**src/hw/port_bus_pkg.sv**
```systemverilog
package port_bus_pkg;

	// ----------------------------------------
	// Timing
	// ----------------------------------------
	localparam int OSC_DIV = 4; // mclk cycles per oscillator period
	localparam int DIV_W = $clog2(OSC_DIV);
	localparam logic [DIV_W-1:0] OSC_DIV_LAST = DIV_W'(OSC_DIV - 1);
	localparam int OSC_PER_MCYCLE = 12;
	localparam int RESET_MCYCLES = 2;
	localparam int RESET_OSC_PERIODS = RESET_MCYCLES * OSC_PER_MCYCLE;
	localparam logic [4:0] RESET_COUNT_FULL = 5'(RESET_OSC_PERIODS);

	// ----------------------------------------
	// Phases of a machine cycle (oscillator periods)
	// ----------------------------------------
	localparam logic [3:0] PH_FIRST = 4'h0;
	localparam logic [3:0] PH_LAST = 4'(OSC_PER_MCYCLE - 1);
	localparam logic [3:0] PH_HALF = 4'h6;
	localparam logic [3:0] PH_ALE_END_A = 4'h1;
	localparam logic [3:0] PH_ALE_END_B = 4'h7;
	localparam logic [3:0] PH_ADDR_END_A = 4'h2;
	localparam logic [3:0] PH_ADDR_END_B = 4'h8;
	localparam logic [3:0] PH_STROBE_A = 4'h3;
	localparam logic [3:0] PH_SAMPLE_A = 4'h5;
	localparam logic [3:0] PH_STROBE_B = 4'h9;
	localparam logic [3:0] PH_SAMPLE_B = 4'hB;
	localparam logic [3:0] PH_XSAMPLE = 4'hA;

	// ----------------------------------------
	// Values and pin positions
	// ----------------------------------------
	localparam logic [15:0] INT_ROM_TOP = 16'h3FFF;
	localparam logic [7:0] PORT_RESET = 8'hFF;
	localparam logic [7:0] BYTE_ZERO = 8'h00;
	localparam int BIT_TIMER_C_CLK = 0;
	localparam int BIT_TIMER_C_TRIG = 1;
	localparam int BIT_SERIAL_RX = 0;
	localparam int BIT_SERIAL_TX = 1;
	localparam int BIT_IRQ_A = 2;
	localparam int BIT_IRQ_B = 3;
	localparam int BIT_TIMER_A = 4;
	localparam int BIT_TIMER_B = 5;
	localparam int BIT_XWRITE = 6;
	localparam int BIT_XREAD = 7;
	localparam int SYNC_W = 34;

	typedef enum logic [1:0] {
		CYC_IDLE = 2'b00,
		CYC_FETCH = 2'b01,
		CYC_DATA = 2'b11
	} cycle_t;

endpackage

```
**src/hw/osc_divider.sv**
```systemverilog
`timescale 1ns/1ns
`default_nettype none

module osc_divider import port_bus_pkg::*; (
	input wire logic mclk,
	input wire logic reset,
	input wire logic run,
	output logic tick
);

	typedef struct packed {
		logic [DIV_W-1:0] count;
		logic tick;
	} div_t;

	div_t s;
	div_t next_s;

	// One tick per oscillator period, none while stopped
	always_comb begin
		next_s = s;
		next_s.tick = 1'b0;
		if (run) begin
			if (s.count == OSC_DIV_LAST) begin
				next_s.count = '0;
				next_s.tick = 1'b1;
			end else begin
				next_s.count = s.count + 1'b1;
			end
		end
	end

	always_ff @(posedge mclk) begin
		if (reset) begin
			s <= '0;
		end else begin
			s <= next_s;
		end
	end

	assign tick = s.tick;

endmodule // osc_divider

`default_nettype wire

```
**src/hw/pin_sync.sv**
```systemverilog
`timescale 1ns/1ns
`default_nettype none

module pin_sync import port_bus_pkg::*; (
	input wire logic mclk,
	input wire logic [SYNC_W-1:0] pinIn,
	output logic [SYNC_W-1:0] pinSync
);

	typedef struct packed {
		logic [SYNC_W-1:0] first;
		logic [SYNC_W-1:0] second;
	} sync_t;

	sync_t s;
	sync_t next_s;

	// Two flops per pin; first stage read only by second
	always_comb begin
		next_s.first = pinIn;
		next_s.second = s.first;
	end

	always_ff @(posedge mclk) begin
		s <= next_s;
	end

	genvar i;
	generate
		for (i = 0; i < SYNC_W; i++) begin : g_bit
			assign pinSync[i] = s.second[i];
		end
	endgenerate

endmodule // pin_sync

`default_nettype wire

```
**src/hw/external_memory_port_interface.sv**
```systemverilog
`timescale 1ns/1ns
`default_nettype none

module external_memory_port_interface import port_bus_pkg::*; (
	input wire logic mclk,
	input wire logic reset,
	input wire logic resetPin,
	input wire logic extAccessSelect,
	input wire logic [7:0] port0In,
	input wire logic [7:0] port1In,
	input wire logic [7:0] port2In,
	input wire logic [7:0] port3In,
	output logic [7:0] port0Out,
	output logic [7:0] port0Oe,
	output logic [7:0] port1Out,
	output logic [7:0] port1Oe,
	output logic [7:0] port2Out,
	output logic [7:0] port2Oe,
	output logic [7:0] port3Out,
	output logic [7:0] port3Oe,
	output logic addressLatchStrobe,
	output logic progStoreReadStrobeN,
	input wire logic [7:0] portZeroLatch,
	input wire logic [7:0] portOneLatch,
	input wire logic [7:0] portTwoLatch,
	input wire logic [7:0] portThreeLatch,
	input wire logic [15:0] fetchAddr,
	input wire logic xdataReq,
	input wire logic xdataWrite,
	input wire logic xdataWide,
	input wire logic [15:0] xdataAddr,
	input wire logic [7:0] xdataWdata,
	input wire logic serialTx,
	input wire logic idleMode,
	input wire logic powerDown,
	input wire logic progVerify,
	input wire logic [7:0] verifyCode,
	output logic cycleStart,
	output logic [7:0] codeByte,
	output logic codeValid,
	output logic [7:0] xdataRdata,
	output logic xdataDone,
	output logic cpuReset,
	output logic [7:0] port0Pins,
	output logic [7:0] port1Pins,
	output logic [7:0] port2Pins,
	output logic [7:0] port3Pins,
	output logic timerCExtClock,
	output logic timerCTrigger,
	output logic serialRx,
	output logic extIrqA,
	output logic extIrqB,
	output logic timerAInput,
	output logic timerBInput
);

	// ----------------------------------------
	// State
	// ----------------------------------------
	typedef struct packed {
		cycle_t state;
		logic [3:0] phase;
		logic extFetch;
		logic [15:0] addr;
		logic xWrite;
		logic xWide;
		logic [7:0] wdata;
		logic [4:0] rstCount;
		logic cpuReset;
		logic cycleStart;
		logic [7:0] codeByte;
		logic codeValid;
		logic [7:0] xdataRdata;
		logic xdataDone;
		logic ale;
		logic psenN;
		logic rdN;
		logic wrN;
		logic [7:0] p0Out;
		logic [7:0] p0Oe;
		logic [7:0] p1Out;
		logic [7:0] p1Oe;
		logic [7:0] p2Out;
		logic [7:0] p2Oe;
		logic [7:0] p3Out;
		logic [7:0] p3Oe;
	} state_t;

	localparam state_t STATE_RESET = '{
		state: CYC_IDLE,
		phase: PH_FIRST,
		extFetch: 1'b0,
		addr: 16'h0000,
		xWrite: 1'b0,
		xWide: 1'b0,
		wdata: BYTE_ZERO,
		rstCount: 5'h00,
		cpuReset: 1'b1,
		cycleStart: 1'b0,
		codeByte: BYTE_ZERO,
		codeValid: 1'b0,
		xdataRdata: BYTE_ZERO,
		xdataDone: 1'b0,
		ale: 1'b1,
		psenN: 1'b1,
		rdN: 1'b1,
		wrN: 1'b1,
		p0Out: PORT_RESET,
		p0Oe: BYTE_ZERO,
		p1Out: PORT_RESET,
		p1Oe: BYTE_ZERO,
		p2Out: PORT_RESET,
		p2Oe: BYTE_ZERO,
		p3Out: PORT_RESET,
		p3Oe: BYTE_ZERO
	};

	state_t s;
	state_t n;

	// ----------------------------------------
	// Pin synchronisers and oscillator divider
	// ----------------------------------------
	logic [SYNC_W-1:0] syncOut;
	logic oscTick;
	logic rstPinS;
	logic extSelS;
	logic [7:0] p0S;
	logic [7:0] p1S;
	logic [7:0] p2S;
	logic [7:0] p3S;

	pin_sync u_sync (
		.mclk(mclk),
		.pinIn({resetPin, extAccessSelect, port3In, port2In, port1In, port0In}),
		.pinSync(syncOut)
	);

	assign {rstPinS, extSelS, p3S, p2S, p1S, p0S} = syncOut;

	// Oscillator halts in power-down until the reset pin frees it
	osc_divider u_div (
		.mclk(mclk),
		.reset(reset),
		.run(~powerDown | rstPinS),
		.tick(oscTick)
	);

	// ----------------------------------------
	// Next state
	// ----------------------------------------
	logic halted;
	logic busFetch;
	logic busData;
	logic addrPhase;
	logic secondHalf;
	logic [15:0] halfAddr;

	always_comb begin
		n = s;
		n.cycleStart = 1'b0;
		n.codeValid = 1'b0;
		n.xdataDone = 1'b0;

		// Reset pin length, counted in oscillator periods
		if (!rstPinS) begin
			n.rstCount = 5'h00;
		end else if (oscTick && s.rstCount != RESET_COUNT_FULL) begin
			n.rstCount = s.rstCount + 5'h01;
		end
		n.cpuReset = rstPinS && (s.rstCount == RESET_COUNT_FULL);

		// Machine cycle sequencer
		halted = rstPinS | s.cpuReset | powerDown | idleMode | progVerify;
		if (halted) begin
			n.state = CYC_IDLE;
			n.phase = PH_FIRST;
		end else if (oscTick) begin
			// Capture code bytes at the end of each strobe window
			if (s.state == CYC_FETCH && s.extFetch &&
				(s.phase == PH_SAMPLE_A || s.phase == PH_SAMPLE_B)) begin
				n.codeByte = p0S;
				n.codeValid = 1'b1;
			end
			// Read data taken just before the read strobe ends
			if (s.state == CYC_DATA && !s.xWrite && s.phase == PH_XSAMPLE) begin
				n.xdataRdata = p0S;
			end
			if (s.state == CYC_DATA && s.phase == PH_LAST) begin
				n.xdataDone = 1'b1;
			end
			if (s.state == CYC_IDLE || s.phase == PH_LAST) begin
				n.phase = PH_FIRST;
				n.cycleStart = 1'b1;
				n.extFetch = ~extSelS | (fetchAddr > INT_ROM_TOP);
				n.xWrite = xdataWrite;
				n.xWide = xdataWide;
				n.wdata = xdataWdata;
				if (xdataReq) begin
					n.state = CYC_DATA;
					n.addr = xdataAddr;
				end else begin
					n.state = CYC_FETCH;
					n.addr = fetchAddr;
				end
			end else begin
				n.phase = s.phase + 4'h1;
			end
		end

		// Phase decode of the coming cycle
		secondHalf = n.phase >= PH_HALF;
		addrPhase = (n.phase <= PH_ADDR_END_A) ||
			(secondHalf && n.phase <= PH_ADDR_END_B);
		halfAddr = (secondHalf && n.state == CYC_FETCH) ? n.addr + 16'h0001 : n.addr;
		busFetch = (n.state == CYC_FETCH) && n.extFetch;
		busData = (n.state == CYC_DATA);

		// Strobes
		n.ale = 1'b0;
		n.psenN = 1'b1;
		n.rdN = 1'b1;
		n.wrN = 1'b1;
		if (n.state != CYC_IDLE) begin
			if (n.phase <= PH_ALE_END_A) begin
				n.ale = 1'b1;
			end else if (secondHalf && n.phase <= PH_ALE_END_B && !busData) begin
				n.ale = 1'b1;
			end
			if (busFetch && ((n.phase >= PH_STROBE_A && n.phase <= PH_SAMPLE_A) ||
				n.phase >= PH_STROBE_B)) begin
				n.psenN = 1'b0;
			end
			if (busData && n.phase >= PH_STROBE_A && n.phase <= PH_XSAMPLE) begin
				n.wrN = ~n.xWrite;
				n.rdN = n.xWrite;
			end
		end

		// Port-data mode: open drain on zero, quasi on the rest
		n.p0Out = portZeroLatch;
		n.p0Oe = ~portZeroLatch;
		n.p1Out = portOneLatch;
		n.p1Oe = ~portOneLatch;
		n.p2Out = portTwoLatch;
		n.p2Oe = ~portTwoLatch;
		n.p3Out = portThreeLatch;
		n.p3Out[BIT_SERIAL_TX] = portThreeLatch[BIT_SERIAL_TX] & serialTx;
		n.p3Out[BIT_XWRITE] = portThreeLatch[BIT_XWRITE] & n.wrN;
		n.p3Out[BIT_XREAD] = portThreeLatch[BIT_XREAD] & n.rdN;
		n.p3Oe = ~n.p3Out;

		if (rstPinS || s.cpuReset) begin
			// Ports forced high as soon as the pin is seen
			n.p0Out = PORT_RESET;
			n.p0Oe = BYTE_ZERO;
			n.p1Out = PORT_RESET;
			n.p1Oe = BYTE_ZERO;
			n.p2Out = PORT_RESET;
			n.p2Oe = BYTE_ZERO;
			n.p3Out = PORT_RESET;
			n.p3Oe = BYTE_ZERO;
			n.ale = 1'b1;
			n.psenN = 1'b1;
		end else if (progVerify) begin
			// Code out on zero, address and controls in on one and two
			n.p0Out = verifyCode;
			n.p0Oe = ~verifyCode;
			n.p1Out = PORT_RESET;
			n.p1Oe = BYTE_ZERO;
			n.p2Out = PORT_RESET;
			n.p2Oe = BYTE_ZERO;
		end else if (powerDown) begin
			// Both strobes low, bus floated, latch data back on two
			n.ale = 1'b0;
			n.psenN = 1'b0;
			if (s.extFetch) begin
				n.p0Oe = BYTE_ZERO;
			end
		end else if (idleMode) begin
			n.ale = 1'b1;
			n.psenN = 1'b1;
			if (s.extFetch) begin
				n.p0Oe = BYTE_ZERO;
				n.p2Out = s.addr[15:8];
				n.p2Oe = PORT_RESET;
			end
		end else if (busFetch || busData) begin
			// Multiplexed bus: address while the latch strobe is up
			if (addrPhase && !(busData && secondHalf)) begin
				n.p0Out = halfAddr[7:0];
				n.p0Oe = PORT_RESET;
			end else if (busData && n.xWrite) begin
				n.p0Out = n.wdata;
				n.p0Oe = PORT_RESET;
			end else begin
				n.p0Out = PORT_RESET;
				n.p0Oe = BYTE_ZERO;
			end
			if (busFetch || n.xWide) begin
				n.p2Out = halfAddr[15:8];
				n.p2Oe = PORT_RESET;
			end else begin
				n.p2Out = portTwoLatch;
				n.p2Oe = ~portTwoLatch;
			end
		end
	end

	// ----------------------------------------
	// Register
	// ----------------------------------------
	always_ff @(posedge mclk) begin
		if (reset) begin
			s <= STATE_RESET;
		end else begin
			s <= n;
		end
	end

	// ----------------------------------------
	// Outputs
	// ----------------------------------------
	assign port0Out = s.p0Out;
	assign port0Oe = s.p0Oe;
	assign port1Out = s.p1Out;
	assign port1Oe = s.p1Oe;
	assign port2Out = s.p2Out;
	assign port2Oe = s.p2Oe;
	assign port3Out = s.p3Out;
	assign port3Oe = s.p3Oe;
	assign addressLatchStrobe = s.ale;
	assign progStoreReadStrobeN = s.psenN;
	assign cycleStart = s.cycleStart;
	assign codeByte = s.codeByte;
	assign codeValid = s.codeValid;
	assign xdataRdata = s.xdataRdata;
	assign xdataDone = s.xdataDone;
	assign cpuReset = s.cpuReset;

	// Synchronised pin levels and alternate inputs
	assign port0Pins = p0S;
	assign port1Pins = p1S;
	assign port2Pins = p2S;
	assign port3Pins = p3S;
	assign timerCExtClock = p1S[BIT_TIMER_C_CLK];
	assign timerCTrigger = p1S[BIT_TIMER_C_TRIG];
	assign serialRx = p3S[BIT_SERIAL_RX];
	assign extIrqA = p3S[BIT_IRQ_A];
	assign extIrqB = p3S[BIT_IRQ_B];
	assign timerAInput = p3S[BIT_TIMER_A];
	assign timerBInput = p3S[BIT_TIMER_B];

endmodule // external_memory_port_interface

`default_nettype wire

```
**config.mk**
```make
export PLATFORM = sky130hd
export DESIGN_NAME = external_memory_port_interface
export DESIGN_NICKNAME = d
export VERILOG_FILES = /design/src/hw/port_bus_pkg.sv /design/src/hw/osc_divider.sv /design/src/hw/pin_sync.sv /design/src/hw/external_memory_port_interface.sv
export SDC_FILE = /design/constraint.sdc
export NUM_CORES = 1
export LEC_CHECK = 0
export BUFFER_PORTS_ARGS = -buffer_cell sky130_fd_sc_hd__buf_4
export CORE_ASPECT_RATIO = 0.7
export CORE_MARGIN = 2
export CORE_UTILIZATION = 51
export CTS_CLUSTER_SIZE = 20
export DETAILED_ROUTE_END_ITERATION = 7
export HOLD_SLACK_MARGIN = 0.02
export PLACE_DENSITY = 0.79
export SKIP_LAST_GASP = 1
export SYNTH_ARGS = -nofsm -noshare
export SYNTH_HDL_FRONTEND = slang
export SYNTH_SLANG_ARGS = --single-unit
```
**constraint.sdc**
```tcl
create_clock -name mclk -period 4.3 [get_ports mclk]
set_input_delay 1.075 -clock mclk [delete_from_list [all_inputs] [get_ports mclk]]
set_output_delay 1.075 -clock mclk [all_outputs]
set_load 0.05 [all_outputs]
```
# Word-level counts from Yosys, hierarchy flattened
# Index checks and enable logic that the tools add are counted.
[op_classes]
addsub = 4
multipliers = 0
div = 0
magnitude_cmp = 10
n_eq_ne = 10
n_shift = 0
muxes = 36
n_bitwise = 21
n_reduce_logical = 38
[op_table]
columns = ["operator", "n"]
rows = [
  ["two-way mux 16 bit", 11],
  ["two-way mux 27 bit", 2],
  ["two-way mux 8 bit", 5],
  ["inverter 8 bit", 5],
  ["two-way mux 33 bit", 1],
  ["logical AND 1 bit", 19],
  ["adder 16 x 1 -> 16 bit (second input constant)", 1],
  ["> comparator 16 x 14 -> 1 bit (second input constant)", 1],
  ["two-way mux 2 bit", 7],
  ["== test 4 bit (second input constant)", 2],
  ["<= comparator 4 x 3 -> 1 bit (second input constant)", 2],
  ["<= comparator 4 bit (second input constant)", 2],
  ["two-way mux 4 bit", 2],
  ["logical OR 1 bit", 7],
  ["two-way mux 1 bit", 7],
  ["inverter 1 bit", 7],
  ["== test 2 bit (second input constant)", 3],
  ["two-way mux 6 bit", 1],
  ["bitwise OR 1 bit", 6],
  ["AND reduction 3 bit", 2],
  ["OR reduction 2 bit", 3],
  ["OR reduction 3 bit", 2],
  ["adder 5 x 1 -> 5 bit (second input constant)", 1],
  ["== test 5 bit (second input constant)", 1],
  ["other kinds (14)", 19],
]
[word_totals]
reg_bits = 195
latch_bits = 0
ram_bits = 0
mem_bits_ro = 0
word_cells = 147
memories = 0

# Longest topological paths before layout
[logic_depth]
word_depth = 14
mapped_depth = 14
depth_no_buf = 12

# Hierarchy
# Synthesis repeated with hierarchy kept, for this count alone.
[unflattened]
hier_cells = 819
hier_area_um2 = 7917.6
[by_module_without_submodules]
columns = ["mod", "n_inst", "cells_each", "area_per_inst_um2", "seq_area_each_um2"]
rows = [
  ["external_memory_port_interface", 1, 741, 6441.2, 2482.4],
  ["pin_sync", 1, 68, 1361.3, 1361.3],
  ["osc_divider", 1, 10, 115.1, 60.1],
]

# Worst setup path before layout
# Ideal clock, no wire load.
[synth_path]
path_type = "input to register"
startpoint = "input powerDown"
endpoint = "register s (netlist bit port2Out[4])"
setup_time_ns = 0.059
arrival_ns = 3.858
t_required_ns = 4.241
slack_ns = 0.383
cell_stages = 12
n_path_buf = 3
path_cell_list = "or4_1 > buf_2 > a211o_1 > buf_6 > clkbuf_1 > o21ai_0 > ha_1 > o2111ai_1 > or2_4 > or4_1 > nand2_1 > a221o_1"
[synth_lines]
columns = ["element", "line", "rtl"]
rows = [
  ["start, declared", "external_memory_port_interface.sv:35", "input wire logic powerDown,"],
  ["end signal, assigned", "external_memory_port_interface.sv:317", "s <= n;"],
  ["end, declared", "external_memory_port_interface.sv:118", "state_t s;"],
]

==> results.cfg <==
[timing]
setup_violations = 0
timing.final.ws_setup_ns = 0.528
fmax_mhz = 265
grt_setup_unrepaired = false
layout_min_cycle_time_ns = 3.77
final_report_max_slew_violation_count = 0
finalSetupTns_ns = 0
finalClockSkew_ns = 0.0120
worst_slew_pin_slew_ns = 0.848
finalCritPeriodShare_pct = 87.7
slew_headroom_pct = 43.0
finalHoldViolCount = 0

[grt]
largest_net_degree_at_the_start_of_global_routing = 55
global_route.usage.total_pct = 23.4
grt_first_pass_wirelength_um = 31100
antenna_found_initial = 0
grt_remaining_overflow = 0
first_global_vias = 6002

[clock_tree]
cts_hold_buffers = 0
postCtsResizedCells = 0
tritoncts = done
cts_inserted_buffers = 17
clock_tree.buffer_depth = 2
ctsRootBufferMaster = sky130_fd_sc_hd__clkbuf_16
post_cts.repair.setup_buffers = 0
clk_transition_reported_paths_ns = 0.07
worstSkewPairLatency_ns = 0.44
clock_sink_count = 195
cts-htree-levels = 4

[place]
postPlaceCellArea_um2 = 9330
buffer_ports.inserted = 247
dpl_worst_slack_ns = 0.191
finalWeightedCongestion = 0.917
place.detailed.hpwl_um = 15100

[finish]
stdcell_area_um2 = 9930
final_util_pct = 63.8
most_common_cell_after_layout_fill_and_taps_aside = sky130_fd_sc_hd__buf_4
area_growth_syn_to_layout_pct = 21.9
layout_common_cells = sky130_fd_sc_hd__buf_4, sky130_fd_sc_hd__dfxtp_1, sky130_fd_sc_hd__nor2_1
drive_gt1_share_pct = 30.6
layout.nets = 1131

[drt]
vias_per_cell = 5.36
drt.antenna.violating_nets = 0
dr.pass1.iters = 7
finalWirelength_um = 20400
dr_total_vias = 6518
wire_per_inst_um = 16.8
drt_first_iter_violations = 592
drc = 0

[power_and_ir_drop]
leakage_nw = 4.31
power_density_relative_to_cell_area_nw_per_um2 = 386
peakVddDrop_uv = 292

[critical_path]
worstRegToRegCells = 11
cp_num_buf_inv = 2
crit_path_cell_trace = nand4b_1 -> buf_4 -> a211o_1 -> buf_4 -> nand2_1 -> o21ai_0 -> ha_1 -> o2111ai_1 -> nor4_1 -> a21boi_0 -> a221o_1
critPathKind = reg2reg
timing.critical_path.required_ns = 4.62
crit_arrival_ns = 4.09
cpLargestDelayFamily = compound AO/OA/AOI/OAI gates
regToRegStartpoint = s[122]
critPathCaptureType = flop
slowest_stage = sky130_fd_sc_hd__dfxtp_1
critical-path-top-cell-by-count = sky130_fd_sc_hd__buf_4
worstSetupPathDepth = 11
startpoint = s[122]
crit_path_max_fanout = 42
cp_max_stage_delay_ns = 0.79
critPathLaunchType = flop

[synthesis]
netlist_area_um2 = 8140
yosys_warnings = 0
yosysSeqAreaShare_pct = 47.9
postSynth.topFlopCell = sky130_fd_sc_hd__dfxtp_1
synth_nets = 1009
netlist-cell-type-count = 68
synth_seq_cells = 195
synth_area_per_cell_um2 = 9.26
synth-edff-count = 0
yosysTopAreaCell = sky130_fd_sc_hd__dfxtp_1
post_synth_main_area_contributors = sky130_fd_sc_hd__dfxtp_1, sky130_fd_sc_hd__buf_4, sky130_fd_sc_hd__mux2i_1
area_share_of_the_largest_cell_type_after_synthesis_pct = 47.9
async_flop_share_pct = 0
post_synth_inst_count = 879

[floorplanning]
die_x_extent_um = 155
floorplan.die_area_um2 = 17000
die-height_um = 110
initial_utilization_pct = 52.4
core_area_um2 = 15500
rows = 38
io_pins = 248

[min_path]
min_delay_path_depth = 0
min-delay-path-class = reg2reg
worst_hold_startpoint = u_sync.next_s[0]

[job]
drv.max_cap_violation_count = 0

[status]
run_status = complete, no violations
worst register-to-register path: stages (launching register included):
cell	delay, ns
sky130_fd_sc_hd__dfxtp_1	0.79
sky130_fd_sc_hd__nand4b_1	0.20
sky130_fd_sc_hd__buf_4	0.17
sky130_fd_sc_hd__a211o_1	0.17
sky130_fd_sc_hd__buf_4	0.45
sky130_fd_sc_hd__nand2_1	0.12
sky130_fd_sc_hd__o21ai_0	0.16
sky130_fd_sc_hd__ha_1	0.21
sky130_fd_sc_hd__o2111ai_1	0.23
sky130_fd_sc_hd__nor4_1	0.67
sky130_fd_sc_hd__a21boi_0	0.19
sky130_fd_sc_hd__a221o_1	0.32
report_power, final:
| group | switching (mW) | total (mW) | internal [mW] |
|---|---|---|---|
| logic | 0.232 | 0.384 | 0.152 |
| registers | 0.0197 | 1.88 | 1.86 |
| clock network | 0.775 | 1.57 | 0.796 |
layer usage:
layer / routed length, µm / global-route usage, % / up-vias
met3: 1920 / 7.13 / 20
li1: - / - / 3151
met1: 9080 / 31.8 / 3042
met5: 0 / 0 / -
met2: 9180 / 36.2 / 305
met4: 244 / 6.68 / 0
synth_stat cells, types with 7 or more instances:
cell	number
sky130_fd_sc_hd__a211oi_1	15
sky130_fd_sc_hd__a21oi_1	53
sky130_fd_sc_hd__a31oi_1	8
sky130_fd_sc_hd__buf_4	112
sky130_fd_sc_hd__clkbuf_1	36
sky130_fd_sc_hd__dfxtp_1	195
sky130_fd_sc_hd__ha_1	7
sky130_fd_sc_hd__inv_1	31
sky130_fd_sc_hd__mux2_2	8
sky130_fd_sc_hd__mux2i_1	46
sky130_fd_sc_hd__nand2_1	45
sky130_fd_sc_hd__nand2b_1	7
sky130_fd_sc_hd__nand3_1	15
sky130_fd_sc_hd__nand3b_1	7
sky130_fd_sc_hd__nor2_1	105
sky130_fd_sc_hd__nor3_1	26
sky130_fd_sc_hd__o21ai_0	19
sky130_fd_sc_hd__o22ai_1	7
sky130_fd_sc_hd__xnor2_1	13
sky130_fd_sc_hd__xor2_1	8
worst paths after layout:
| check | end | slack [ns] |
|---|---|---|
| min reg2reg | u_sync.pinSync[0] | 0.33 |
| max | port2Out[4] | 0.53 |
| max reg2reg | port2Out[4] | 0.53 |
| min | u_sync.pinSync[0] | 0.33 |
cell type report:
| class | instances | area, µm² |
|---|---|---|
| Clock buffer | 18 | 439 |
| Tap cell | 200 | 250 |
| Sequential cell | 195 | 3900 |
| Inverter | 31 | 116 |
| Fill cell | 1292 | 5620 |
| Clock inverter | 14 | 158 |
| Multi-Input combinational cell | 495 | 3100 |
| Timing Repair Buffer | 261 | 1960 |
| Antenna cell | 1 | 2.50 |
flip-flops by register name (all words and copies together), names as in the netlist, 2 cells and up:
signal / cells
port1Out: 8
port3Oe: 8
s: 38
port0Oe: 8
port2Oe: 8
codeByte: 8
port1Oe: 8
port3Out: 8
u_sync.next_s: 34
u_div.s: 2
port0Out: 8
u_sync.pinSync: 34
port2Out: 8
xdataRdata: 8
kinds of logic after synthesis:
group                      count (synthesis)  synth area share, %
DFF                                      195                 47.9
adders and majority gates                  7                 1.08
and+or+nand+nor                          259                 15.4
xor gates and xnor gates                  21                 2.26
AOI/OAI and AO/OA                        152                 12.2
muxes                                     56                 7.13
buffers and inverters                    189                 14.0
per-stage QoR:
step,power (mW),hold WS [ns],std cells
global placement,2.30,0.310,1182
floorplan,2.16,0.310,879
global route,3.96,0.328,1214
detailed placement,2.30,0.312,1182
finish,3.83,0.328,1215
CTS,3.86,0.328,1214
(Power assumes the default switching activity.)
